<file path="src/rtl/ring_compare_params.svh">
// constants of the ring compare unit and its host end
// assumes inclusion by bare name from the package
// Summary of operation
// - position counters are 32-bit wrapping up/down counters
// - counters wrap between zero and programmed maximum
// - ring maximum accepted only from 1 to 7fffffff
// - commands 0eh and 0fh load ring maxima
// - both ring maxima reset to all ones
// - software writes counters only within ring range
// - four signed 32-bit compare registers per axis
// - commands 10h-13h write, 34h-37h read compares
// - compare registers are not reset
// - command 20h loads modes, 40h reads them
// - object field picks logical, real, speed, timer
// - condition field picks ge, gt, eq, lt
// - speed equality unsafe above 400000h acceleration
// - compare results readable as status bits
// - compare pin high exactly while result true
// - results 0-3 drive pins 4-7 when field 11
// - rising result triggers its sync action once
// - rising result raises its interrupt request
// - sync actions load from or save into compares
// - data registers written before the command code
// - logical counts output pulses, real counts encoder
// - already-true result gives no interrupt on enable
`ifndef RING_COMPARE_PARAMS_SVH
`define RING_COMPARE_PARAMS_SVH

// link write selects
`define SEL_COMMAND 2'h0
`define SEL_IRQ_ENABLE 2'h1
`define SEL_DATA_LOW 2'h2
`define SEL_DATA_HIGH 2'h3

// command codes
`define CMD_WR_LOGICAL_COUNT 8'h00
`define CMD_WR_REAL_COUNT 8'h01
`define CMD_WR_LOGICAL_MAX 8'h0e
`define CMD_WR_REAL_MAX 8'h0f
`define CMD_WR_COMPARE_BASE 8'h10
`define CMD_WR_COMPARE_MODE 8'h20
`define CMD_WR_PIN_FUNCTION 8'h21
`define CMD_RD_LOGICAL_COUNT 8'h30
`define CMD_RD_REAL_COUNT 8'h31
`define CMD_RD_COMPARE_BASE 8'h34
`define CMD_RD_COMPARE_MODE 8'h40

// ring limits, reset values and compare pin field code
`define RING_MAX_RESET 32'hffffffff
`define RING_MAX_LOWEST 32'h00000001
`define RING_MAX_HIGHEST 32'h7fffffff
`define PIN_FIELD_COMPARE 2'h3

// bus byte offsets
`define ADDR_COMMAND 8'h00
`define ADDR_DATA_LOW 8'h04
`define ADDR_DATA_HIGH 8'h08
`define ADDR_IRQ_ENABLE 8'h0c
`define ADDR_READ_DATA 8'h10
`define ADDR_STATUS 8'h14

// status word bit positions
`define STATUS_COMPARE_LSB 0
`define STATUS_FLAGS_LSB 4
`define STATUS_IRQ_BIT 8
`define STATUS_BUSY_BIT 9

`endif

</file>
<file path="src/rtl/ring_compare_pkg.sv">
// types shared by both ends of the ring compare unit
// assumes the constants header sits beside it
package ring_compare_pkg;
`include "ring_compare_params.svh"

   // host sequencer states, gray along idle-high-low-command
   typedef enum logic [2:0] {
      st_idle = 3'b000,
      st_send_high = 3'b001,
      st_send_low = 3'b011,
      st_send_cmd = 3'b010,
      st_send_enable = 3'b110
   } host_state_t;

   typedef logic [31:0] word_t;
endpackage : ring_compare_pkg

</file>
<file path="src/rtl/ring_link_if.sv">
// register link between the host end and the compare unit
// assumes one shared clock and synchronous reset
`timescale 1ns/100ps
interface ring_link_if (
   input wire logic clock,
   input wire logic rst
);
   logic wr_en;
   logic [1:0] wr_sel;
   logic [15:0] wr_data;
   logic [31:0] rd_data;
   logic [3:0] compare_status;
   logic [3:0] irq_flags;
   logic irq;

   modport device (
      input clock, rst, wr_en, wr_sel, wr_data,
      output rd_data, compare_status, irq_flags, irq
   );
   modport host (
      input clock, rst, rd_data, compare_status, irq_flags, irq,
      output wr_en, wr_sel, wr_data
   );
endinterface : ring_link_if

</file>
<file path="src/rtl/ring_counter_compare_unit.sv">
// per-axis ring position counters and four compare channels
// assumes the host keeps data-before-command order on the link
`timescale 1ns/100ps
module ring_counter_compare_unit
   import ring_compare_pkg::*;
(
   // register link
   ring_link_if.device link,
   // motion inputs
   input wire logic logical_up,
   input wire logic logical_down,
   input wire logic encoder_up,
   input wire logic encoder_down,
   input wire logic [31:0] current_drive_speed,
   input wire logic [31:0] current_timer_value,
   // synchronous action save path
   input wire logic [3:0] save_strobe,
   input wire logic [31:0] save_value,
   // outputs
   output logic [3:0][31:0] compare_registers,
   output logic [31:0] logical_position_count,
   output logic [31:0] real_position_count,
   output logic [3:0] sync_action_sets,
   output logic [3:0] shared_compare_pins,
   output logic [3:0] shared_compare_pins_oe
);
   logic [15:0] data_low_reg;
   logic [15:0] data_high_reg;
   logic [31:0] logical_ring_max_reg;
   logic [31:0] real_ring_max_reg;
   logic [15:0] compare_mode_reg;
   logic [15:0] pin_function_reg;
   logic [3:0] interrupt_enable_reg;
   logic [3:0] result_next;
   logic [3:0] rise;
   logic cmd_strobe;
   logic [7:0] cmd_code;
   logic [31:0] cmd_word;
   logic max_in_range;

   // a command executes on the link cycle that carries its code
   assign cmd_strobe = link.wr_en && (link.wr_sel == `SEL_COMMAND);
   assign cmd_code = link.wr_data[7:0];
   assign cmd_word = {data_high_reg, data_low_reg};
   // negative values would break the wrap compare, so they are dropped
   assign max_in_range = (cmd_word >= `RING_MAX_LOWEST) &&
      (cmd_word <= `RING_MAX_HIGHEST);

   // data staging registers, filled ahead of the command code
   always_ff @(posedge link.clock) begin
      if (link.rst) begin
         data_low_reg <= 16'h0000;
         data_high_reg <= 16'h0000;
      end else if (link.wr_en && link.wr_sel == `SEL_DATA_LOW) begin
         data_low_reg <= link.wr_data;
      end else if (link.wr_en && link.wr_sel == `SEL_DATA_HIGH) begin
         data_high_reg <= link.wr_data;
      end
   end

   // ring maxima
   always_ff @(posedge link.clock) begin
      if (link.rst) begin
         logical_ring_max_reg <= `RING_MAX_RESET;
         real_ring_max_reg <= `RING_MAX_RESET;
      end else if (cmd_strobe && max_in_range) begin
         if (cmd_code == `CMD_WR_LOGICAL_MAX) begin
            logical_ring_max_reg <= cmd_word;
         end
         if (cmd_code == `CMD_WR_REAL_MAX) begin
            real_ring_max_reg <= cmd_word;
         end
      end
   end

   // next value of a ring counter for one up or down step
   function automatic logic [31:0] ring_step(
      input logic [31:0] count,
      input logic [31:0] ring_max,
      input logic up,
      input logic down
   );
      logic [31:0] value;
      value = count;
      if (up && !down) begin
         value = (count == ring_max) ? 32'h00000000 :
            count + 32'h00000001;
      end else if (down && !up) begin
         value = (count == 32'h00000000) ? ring_max :
            count - 32'h00000001;
      end
      return value;
   endfunction : ring_step

   // logical counter follows output pulses; a host write wins
   always_ff @(posedge link.clock) begin
      if (link.rst) begin
         logical_position_count <= 32'h00000000;
      end else if (cmd_strobe && cmd_code == `CMD_WR_LOGICAL_COUNT) begin
         logical_position_count <= cmd_word;
      end else begin
         logical_position_count <= ring_step(logical_position_count,
            logical_ring_max_reg, logical_up, logical_down);
      end
   end

   // real counter follows the encoder; wraps at all ones by default
   always_ff @(posedge link.clock) begin
      if (link.rst) begin
         real_position_count <= 32'h00000000;
      end else if (cmd_strobe && cmd_code == `CMD_WR_REAL_COUNT) begin
         real_position_count <= cmd_word;
      end else begin
         real_position_count <= ring_step(real_position_count,
            real_ring_max_reg, encoder_up, encoder_down);
      end
   end

   // compare mode, pin function and interrupt enable settings
   always_ff @(posedge link.clock) begin
      if (link.rst) begin
         compare_mode_reg <= 16'h0000;
         pin_function_reg <= 16'h0000;
         interrupt_enable_reg <= 4'h0;
      end else begin
         if (cmd_strobe && cmd_code == `CMD_WR_COMPARE_MODE) begin
            compare_mode_reg <= data_low_reg;
         end
         if (cmd_strobe && cmd_code == `CMD_WR_PIN_FUNCTION) begin
            pin_function_reg <= data_low_reg;
         end
         if (link.wr_en && link.wr_sel == `SEL_IRQ_ENABLE) begin
            interrupt_enable_reg <= link.wr_data[3:0];
         end
      end
   end

   // per-channel storage, compare and edge logic
   genvar k;
   generate
      for (k = 0; k < 4; k = k + 1) begin : g_channel
         logic [1:0] object_sel;
         logic [1:0] cond_sel;
         logic [31:0] object_value;
         logic signed [31:0] obj_s;
         logic signed [31:0] ref_s;
         assign object_sel = compare_mode_reg[4*k+1 : 4*k];
         assign cond_sel = compare_mode_reg[4*k+3 : 4*k+2];

         // storage has no reset; software loads it before use
         always_ff @(posedge link.clock) begin
            if (cmd_strobe && cmd_code == `CMD_WR_COMPARE_BASE + 8'(k)) begin
               compare_registers[k] <= cmd_word;
            end else if (save_strobe[k]) begin
               compare_registers[k] <= save_value;
            end
         end

         // object select
         always_comb begin
            case (object_sel)
               2'h0: object_value = logical_position_count;
               2'h1: object_value = real_position_count;
               2'h2: object_value = current_drive_speed;
               2'h3: object_value = current_timer_value;
               default: object_value = logical_position_count;
            endcase
         end

         assign obj_s = signed'(object_value);
         assign ref_s = signed'(compare_registers[k]);

         // condition select on signed values
         always_comb begin
            case (cond_sel)
               2'h0: result_next[k] = (obj_s >= ref_s);
               2'h1: result_next[k] = (obj_s > ref_s);
               2'h2: result_next[k] = (obj_s == ref_s);
               2'h3: result_next[k] = (obj_s < ref_s);
               default: result_next[k] = 1'b0;
            endcase
         end

         // only a false-to-true change counts as an event
         assign rise[k] = result_next[k] && !link.compare_status[k];

         // pin k+4 carries result k only when set to compare output
         always_ff @(posedge link.clock) begin
            if (link.rst) begin
               shared_compare_pins[k] <= 1'b0;
               shared_compare_pins_oe[k] <= 1'b0;
            end else begin
               shared_compare_pins_oe[k] <=
                  (pin_function_reg[2*k+9 : 2*k+8] == `PIN_FIELD_COMPARE);
               shared_compare_pins[k] <= result_next[k] &&
                  (pin_function_reg[2*k+9 : 2*k+8] ==
                   `PIN_FIELD_COMPARE);
            end
         end
      end
   endgenerate

   // results registered every cycle, so status is one cycle behind
   always_ff @(posedge link.clock) begin
      if (link.rst) begin
         link.compare_status <= 4'h0;
         sync_action_sets <= 4'h0;
      end else begin
         link.compare_status <= result_next;
         sync_action_sets <= rise;
      end
   end

   // sticky flags; enable gates the edge, so a result already true
   // stays silent; an edge beats a clear in the same cycle
   always_ff @(posedge link.clock) begin
      if (link.rst) begin
         link.irq_flags <= 4'h0;
         link.irq <= 1'b0;
      end else begin
         if (link.wr_en && link.wr_sel == `SEL_IRQ_ENABLE) begin
            link.irq_flags <= (link.irq_flags & ~link.wr_data[7:4]) |
               (rise & interrupt_enable_reg);
         end else begin
            link.irq_flags <= link.irq_flags |
               (rise & interrupt_enable_reg);
         end
         link.irq <= |(link.irq_flags | (rise & interrupt_enable_reg));
      end
   end

   // read commands latch their answer for the host
   always_ff @(posedge link.clock) begin
      if (link.rst) begin
         link.rd_data <= 32'h00000000;
      end else if (cmd_strobe) begin
         case (cmd_code)
            `CMD_RD_LOGICAL_COUNT: link.rd_data <= logical_position_count;
            `CMD_RD_REAL_COUNT: link.rd_data <= real_position_count;
            `CMD_RD_COMPARE_BASE, `CMD_RD_COMPARE_BASE + 8'h01,
            `CMD_RD_COMPARE_BASE + 8'h02, `CMD_RD_COMPARE_BASE + 8'h03:
               link.rd_data <= compare_registers[cmd_code[1:0]];
            `CMD_RD_COMPARE_MODE:
               link.rd_data <= {16'h0000, compare_mode_reg};
            default: ;
         endcase
      end
   end
endmodule : ring_counter_compare_unit

</file>
<file path="src/flat_wrapper.sv">
// flat-port wrapper written by rule: the top's interface ports become plain ports
module ring_counter_compare_unit_flat import ring_compare_pkg::*;
  (logical_up, logical_down, encoder_up, encoder_down, current_drive_speed, current_timer_value, save_strobe, save_value, compare_registers, logical_position_count, real_position_count, sync_action_sets, shared_compare_pins, shared_compare_pins_oe, clock, rst, link_wr_en, link_wr_sel, link_wr_data, link_rd_data, link_compare_status, link_irq_flags, link_irq);
  ring_link_if link_i (.clock(clock), .rst(rst));
  input wire logic logical_up;
  input wire logic logical_down;
  input wire logic encoder_up;
  input wire logic encoder_down;
  input wire logic [31:0] current_drive_speed;
  input wire logic [31:0] current_timer_value;
  input wire logic [3:0] save_strobe;
  input wire logic [31:0] save_value;
  output logic [3:0][31:0] compare_registers;
  output logic [31:0] logical_position_count;
  output logic [31:0] real_position_count;
  output logic [3:0] sync_action_sets;
  output logic [3:0] shared_compare_pins;
  output logic [3:0] shared_compare_pins_oe;
  input wire logic clock;
  input wire logic rst;
  input wire logic [$bits(link_i.wr_en)-1:0] link_wr_en;
  input wire logic [$bits(link_i.wr_sel)-1:0] link_wr_sel;
  input wire logic [$bits(link_i.wr_data)-1:0] link_wr_data;
  output wire logic [$bits(link_i.rd_data)-1:0] link_rd_data;
  output wire logic [$bits(link_i.compare_status)-1:0] link_compare_status;
  output wire logic [$bits(link_i.irq_flags)-1:0] link_irq_flags;
  output wire logic [$bits(link_i.irq)-1:0] link_irq;
  assign link_i.wr_en = link_wr_en;
  assign link_i.wr_sel = link_wr_sel;
  assign link_i.wr_data = link_wr_data;
  assign link_rd_data = link_i.rd_data;
  assign link_compare_status = link_i.compare_status;
  assign link_irq_flags = link_i.irq_flags;
  assign link_irq = link_i.irq;
  ring_counter_compare_unit u_core (.link(link_i), .logical_up(logical_up), .logical_down(logical_down), .encoder_up(encoder_up), .encoder_down(encoder_down), .current_drive_speed(current_drive_speed), .current_timer_value(current_timer_value), .save_strobe(save_strobe), .save_value(save_value), .compare_registers(compare_registers), .logical_position_count(logical_position_count), .real_position_count(real_position_count), .sync_action_sets(sync_action_sets), .shared_compare_pins(shared_compare_pins), .shared_compare_pins_oe(shared_compare_pins_oe));
endmodule
</file>
<file path="config.mk">
export PLATFORM = sky130hd
export DESIGN_NAME = ring_counter_compare_unit_flat
export DESIGN_NICKNAME = d
export VERILOG_FILES = /design/src/rtl/ring_compare_pkg.sv /design/src/rtl/ring_link_if.sv /design/src/rtl/ring_counter_compare_unit.sv /design/src/flat_wrapper.sv
export VERILOG_INCLUDE_DIRS = /design/src /design/src/rtl
export SDC_FILE = /design/constraint.sdc
export NUM_CORES = 1
export LEC_CHECK = 0
export BUFFER_PORTS_ARGS = -buffer_cell sky130_fd_sc_hd__clkbuf_2
export CAP_MARGIN = 10
export CORE_ASPECT_RATIO = 1.5
export CORE_MARGIN = 8
export CORE_UTILIZATION = 41
export CTS_CLUSTER_SIZE = 28
export DETAILED_ROUTE_END_ITERATION = 12
export PLACE_DENSITY_LB_ADDON = 0.05
export SKIP_CTS_REPAIR_TIMING = 1
export SLEW_MARGIN = 20
export SYNTH_ARGS = -nofsm -noshare
export SYNTH_HDL_FRONTEND = slang
export SYNTH_SLANG_ARGS = --single-unit
</file>
<file path="constraint.sdc">
create_clock -name clock -period 7.02 [get_ports clock]
set_clock_uncertainty 0.05 [all_clocks]
set_input_delay 1.404 -clock clock [delete_from_list [all_inputs] [get_ports clock]]
set_output_delay 1.404 -clock clock [all_outputs]
set_load 0.05 [all_outputs]
</file>
==> results.md, run 1 <==
* Vias in the first global route at 24900
* Final Hold Fails at 0
* Final ANT Viol Nets at 0
* Maximum clock rate at 0.182 GHz
* Post-Synth XOR/XNOR Area at 4.18%
* Number of port buffers at 369
* Overflow after GRT at 0
* Gr usage total at 34.2%
* Slew @ Worst Pin at 1150 ps
* CTS tree: done
* Placed cell area at 0.0290 mm²
* Layout net count at 3273
* Vias/cell at 6.47
* Largest net degree at the start of global routing at 87
* Clock slew at reported path FFs at 60 ps
* Unrepaired setup endpoints after global routing: false
* Clk sink count at 369
* Post-synth net total at 3035
* Synth Area in Simple Gates at 15.2%
* Synth top area share at 18.3%
* Initial antenna violation count at 29
* Power, Total at 9.12 mW
* Most frequent cell after synthesis: nand2_1
* Vias post-DR at 25100
* First-pass GRT wire length at 182000 µm
* Clk buf depth at 3
* CP delay by family, top: compound AO/OA/AOI/OAI gates
* Initial core utilization at 41.2%
* Max Transition Viols Final at 0
* Post-route minimum period at 5490 ps
* # DRC at 0
* Post-Place Setup Slack at 1440 ps
* VDD IR-drop max at 0.176 mV
* Routed length per placed instance at 33.2 µm
* Startpoint type of the worst setup path: register
* Final worst-path cycle share at 78.2%
* Register area share after synthesis at 32.9%
* Pre-antenna DRT Iters at 9
* PD cells at 299 mW/mm²
* Final WS setup at 1530 ps
* Die W at 223 µm
* Skew-Pair Late Insertion Delay at 610 ps
* Critical path, cell by cell: buf_4 > mux4_2 > ha_1 > nand4_1 > nor4_1 > a21boi_0 > o311a_1 > o21ai_0 > o41ai_2 > buf_2 > nor3b_1 > o311ai_0 > a41oi_1
* Mux contribution to synthesized area at 22.7%
* #FFs+latches synth at 369
* Max reg flops at 128
* Die ar. at 0.0729 mm²
* Clock H-tree levels at 2
* Synth Instances at 2774
* Final setup violation count at 0
* Crit-path max cell delay at 1020 ps
* CTS Buf Count at 41
* Average size of a mapped cell at 9.51 µm²
* Largest family of logic cells by synthesized area: multiplexers
* Slowest CP cell: dfxtp_2
* WS Path Type: register to register
* Area of the core at 0.0640 mm²
* Critical path endpoint category: register
* Adder-Cell Fraction of Synth Area at 6.45%
* Async S/R FF share, synth at 0%
* Hold Path Class: register to register
* Die H at 327 µm
* Status: completed
* Fraction of layout cells with a size suffix above 1 at 28.6%
* Final Wtd Congestion at 0.987
* Leakage at 12.7 nW
* Sum Neg Setup Slack at 0 ps
* Bufs and invs on worst path at 2
* Slew Limit Headroom at 23.0%
* Area Growth Syn to Fin at 15.6%
* Synth warnings at 0
* Post-DP HPWL at 95900 µm
* Final WL at 129000 µm
* CTS root buf: clkbuf_16
* Initial drt markers at 2916
* CP required at 7420 ps
* # rows at 114
* Design area at 0.0305 mm²
* Top post-synthesis cells by area: dfxtp_1 (18%), edfxtp_1 (15%), mux4_2 (14%)
* Max-Cap Viols at 0
* Synth Area in Compound Gates at 12.4%
* Post-synthesis cell area at 0.0264 mm²
* I/O pin total at 370
* Post-synth cell types at 81
* Largest area contributor in the netlist: dfxtp_1
* WP data arrival at 5890 ps
* Post-synth top cells: nand2_1 (292), dfxtp_1 (241), clkbuf_1 (229)
* EDFF count, synth at 128
* Worst-path fanout max at 24
* Prevailing post-synth register cell: dfxtp_1
==> cell type report <==
cell class / instances / area (µm²)
Tap cell: 812 / 1020
Timing Repair Buffer: 470 / 2610
Multi-Input combinational cell: 1975 / 16200
Fill cell: 6150 / 33600
Inverter: 155 / 582
Sequential cell: 369 / 8680
Clock inverter: 23 / 300
Clock buffer: 52 / 1090
Antenna cell: 22 / 55.1
==> where the power goes <==
group | total, mW | internal (mW) | switching, mW
clock | 2.31 | 1.30 | 1.01
combinational | 3.91 | 1.39 | 2.52
sequential | 2.91 | 2.41 | 0.500
total | 9.12 | 5.09 | 4.03
==> worst paths after layout <==
path / start / end / slack, ps / cells after the start
max reg2reg: u_core.compare_mode_reg[8]$_SDFFE_PP0P_ / u_core.link.irq$_SDFF_PP0_ / 1530 / 13
min reg2reg: u_core.interrupt_enable_reg[0]$_SDFFE_PP0P_ / u_core.interrupt_enable_reg[0]$_SDFFE_PP0P_ / 410 / 2
max: u_core.compare_mode_reg[8]$_SDFFE_PP0P_ / u_core.link.irq$_SDFF_PP0_ / 1530 / 13
min: u_core.interrupt_enable_reg[0]$_SDFFE_PP0P_ / u_core.interrupt_enable_reg[0]$_SDFFE_PP0P_ / 410 / 2
==> layout by cell type, fill, tap and decap left out, drive strengths merged, types with 14 or more instances in the layout <==
master	count
edfxtp	128
dfxtp	241
nor3	62
nor4	52
xor2	89
inv	158
ha	136
and3	18
xnor2	37
mux4	160
o21ai	90
mux2	128
clkbuf	419
nand2	292
clkinv	14
buf	103
mux2i	93
nor2	213
a211oi	42
nand4	43
a222oi	32
nand3	55
o211ai	26
a21oi	179
diode	22
a311oi	29
or3	18
nor2b	16
==> per-stage QoR <==
| step | util [%] | cells | hold slack, ps |
|---|---|---|---|
| after floorplan | - | 2774 | 382 |
| after global placement | 45.3 | 3780 | 388 |
| after detailed placement | 45.3 | 3781 | 399 |
| after CTS | 47.5 | 3856 | 408 |
| after global routing | 47.6 | 3872 | 427 |
| final | 47.6 | 3878 | 408 |
==> logic make-up (layout without fill, tap and decap cells) <==
| family | Yosys count | in the layout |
|---|---|---|
| mux | 381 | 381 |
| simple gates | 836 | 836 |
| fa+ha+maj | 136 | 136 |
| other cells | 0 | 22 |
| flops | 369 | 369 |
| buf+inv | 430 | 700 |
| xor+xnor | 126 | 126 |
| compound gates | 496 | 496 |
==> per-layer routing <==
| layer | GRT usage, % | part of all wire (%) |
|---|---|---|
| met5 | 0 | 0.061 |
| met1 | 39.4 | 36 |
| met3 | 6.95 | 8.4 |
| met4 | 22.3 | 7.2 |
| met2 | 57.3 | 48 |
==> worst register-to-register path: stages, from the launching register on <==
cell,delay (ps)
dfxtp_2,1020
buf_4,370
mux4_2,550
ha_1,330
nand4_1,320
nor4_1,860
a21boi_0,370
o311a_1,230
o21ai_0,110
o41ai_2,80
buf_2,270
nor3b_1,90
o311ai_0,520
a41oi_1,170
No activity file was read; power rests on OpenSTA's default activity.
==> run 2, diff against run 1 <==
==> constraint.sdc (replaced) <==
create_clock -name clock -period 4.51 [get_ports clock]
set_clock_uncertainty 0.05 [all_clocks]
set_input_delay 0.902 -clock clock [delete_from_list [all_inputs] [get_ports clock]]
set_output_delay 0.902 -clock clock [all_outputs]
set_load 0.05 [all_outputs]
==> run 2 against run 1 <==
  * Flip-flop and latch count stayed put
  * Clock power is 55% higher
  * Count of clock-buffer cells in the layout is 1 lower
  * Worst hold slack worse by 6.1 ps
  * Global-route usage is 0.20 points higher
  * Die area stayed put
  * Cell count is 1.5% higher
  * Via count is 0.59% higher
  * Critical path type unchanged
  * Largest cell class unchanged
==> results.md, run 2 (same netlist as run 1, synthesis figures left out) <==
* Status: completed
* Worst r2r dst: u_core.link.irq$_SDFF_PP0_
* Top Metal Used: met5
* Hold Path End: u_core.interrupt_enable_reg[0]$_SDFFE_PP0P_
* CTS Buf Count at 42 (+2.4%)
* Clk buf depth at 3 (unchanged)
* CTS root buf: clkbuf_16
* Post-route minimum period at 4470 ps (-1020 ps)
* PD cells at 462 mW/mm² (+54%)
* Maximum clock rate at 0.224 GHz (+23%)
* Skew-Pair Late Insertion Delay at 590 ps (-20 ps)
* Most common cell after layout, fill and taps aside: clkbuf_2
* I/O pin total at 370 (unchanged)
* Final Hold Fails at 0 (unchanged)
* VDD IR-drop max at 0.288 mV (+63%)
* Post-DP HPWL at 98800 µm (+3.0%)
* WP data arrival at 4920 ps (-970 ps)
* Initial drt markers at 2806 (-3.8%)
* Slew @ Worst Pin at 1130 ps (-27.2 ps)
* Initial antenna violation count at 25 (-14%)
* Vias in the first global route at 25000 (+0.50%)
* FF-to-FF setup slack at 40 ps (-1490 ps)
* Max Transition Viols Final at 0 (unchanged)
* Critical path, cell by cell: buf_4 > mux4_2 > ha_1 > nand4_1 > a2111oi_0 > a211oi_1 > nand2_1 > a221oi_1 > buf_4 > mux2i_1 > or3b_2 > a41oi_1
* Post-Place Setup Slack at -895 ps (-2330 ps)
* WL met1 at 46700 µm (+0.65%)
* Design area at 0.0312 mm² (+2.3%)
* Die ar. at 0.0729 mm² (unchanged)
* Clk sink count at 369 (unchanged)
* CTS tree: done
* CP required at 4960 ps (-2460 ps)
* Power, Total at 14.4 mW (+58%)
* # DRC at 0 (unchanged)
* Routed length per placed instance at 32.9 µm (-0.83%)
* Crit-path max cell delay at 760 ps (-260 ps)
* CP Depth at 12 (-1)
* Worst-path fanout max at 14 (-42%)
* Vias post-DR at 25200 (+0.59%)
* Final WS setup at 42.7 ps (-1490 ps)
* Fraction of layout cells with a size suffix above 1 at 30.5% (+1.8 points)
* Clock H-tree levels at 2 (unchanged)
* Initial core utilization at 41.2% (unchanged)
* Bufs and invs on worst path at 2 (unchanged)
* Reg2reg start: u_core.compare_mode_reg[5]$_SDFFE_PP0P_
* Post-layout util at 48.7% (+1.1 points)
* Hold Crit Depth at 2 (unchanged)
* Final ANT Viol Nets at 0 (unchanged)
* Number of port buffers at 369 (unchanged)
* Final Wtd Congestion at 0.973 (-1.4%)
* Largest net degree at the start of global routing at 108 (+24%)
* CP delay by family, top: compound AO/OA/AOI/OAI gates
* Non-Filler Instances at 3937 (+1.5%)
* Vias/cell at 6.41 (-0.92%)
* Placed cell area at 0.0297 mm² (+2.2%)
* Area of the core at 0.0640 mm² (unchanged)
* Leakage at 13.1 nW (+3.2%)
* Slowest CP cell: a2111oi_0
* Final worst-path cycle share at 99.1% (+21 points)
* Most frequent CP cell: buf_4
* First-pass GRT wire length at 183000 µm (+0.35%)
* Post-Place Cells at 3845 (+1.7%)
* Most frequent cells in the layout: clkbuf_2 (367), nand2_1 (291), dfxtp_1 (233), nor2_1 (212), a21oi_1 (179)
* HP Start: u_core.interrupt_enable_reg[0]$_SDFFE_PP0P_
* Met2 wire len at 63300 µm (+1.8%)
* Layout net count at 3339 (+2.0%)
* Clock slew at reported path FFs at 70 ps (about the same)
* Sum Neg Setup Slack at 0 ps (unchanged)
* Gr usage total at 34.4% (+0.20 points)
* Area Growth Syn to Fin at 18.2%
* Unrepaired setup endpoints after global routing: false
* WS Path Type: register to register
* Pre-antenna DRT Iters at 9 (unchanged)
* Final WL at 130000 µm (+0.67%)
* Overflow after GRT at 0 (unchanged)
* Die W at 223 µm (unchanged)
* Hold Path Class: register to register
* Startpoint type of the worst setup path: register
* WHS at 402 ps (-6.07 ps)
* Routed wl met3 at 10200 µm (-5.0%)
* Die H at 327 µm (unchanged)
* Max reg flops at 128 (unchanged)
* # rows at 114 (unchanged)
* Reg2Reg Depth at 12 (-1)
* Final setup violation count at 0 (unchanged)
* Slew Limit Headroom at 24.8% (+1.7 points)
* Critical path endpoint category: register
* Max-Cap Viols at 0 (unchanged)
run 2: how the worst max path moves through the flow:
stage,from,to,slack [ps]
global placement,current_timer_value[14],u_core.shared_compare_pins[3]$_SDFF_PP0_,-930
finish,u_core.compare_mode_reg[5]$_SDFFE_PP0P_,u_core.link.irq$_SDFF_PP0_,40
CTS,u_core.compare_mode_reg[12]$_SDFFE_PP0P_,u_core.link.irq$_SDFF_PP0_,-810
detailed placement,current_timer_value[14],u_core.shared_compare_pins[3]$_SDFF_PP0_,-890
floorplan,u_core.compare_mode_reg[8]$_SDFFE_PP0P_,u_core.link.irq$_SDFF_PP0_,440
global route,u_core.compare_mode_reg[12]$_SDFFE_PP0P_,u_core.link.irq$_SDFF_PP0_,60
run 2: layer usage:
metal	track usage, %	up-vias
li1	-	10900
met1	39.1	12500
met2	58.5	1390
met3	7.07	385
met4	22.0	12
met5	0	-
run 2: worst reg2reg max path: stages (launching register included):
cell	delay, ps
dfxtp_2	660
buf_4	360
mux4_2	350
ha_1	330
nand4_1	250
a2111oi_0	760
a211oi_1	110
nand2_1	160
a221oi_1	100
buf_4	170
mux2i_1	280
or3b_2	540
a41oi_1	240
run 2: layout make-up:
type,count,area [µm²]
antenna,14,35.0
clock buffer,51,1120
clock inverter,26,272
fill,6230,32900
inverter,155,582
multi-input combinational,1975,16200
sequential,369,8680
tap,812,1020
timing repair buffer,535,3270
run 2: power by group:
group / total (mW) / switching [mW] / internal (mW)
registers: 4.37 / 0.623 / 3.74
clock network: 3.58 / 1.56 / 2.02
logic: 6.44 / 4.11 / 2.33
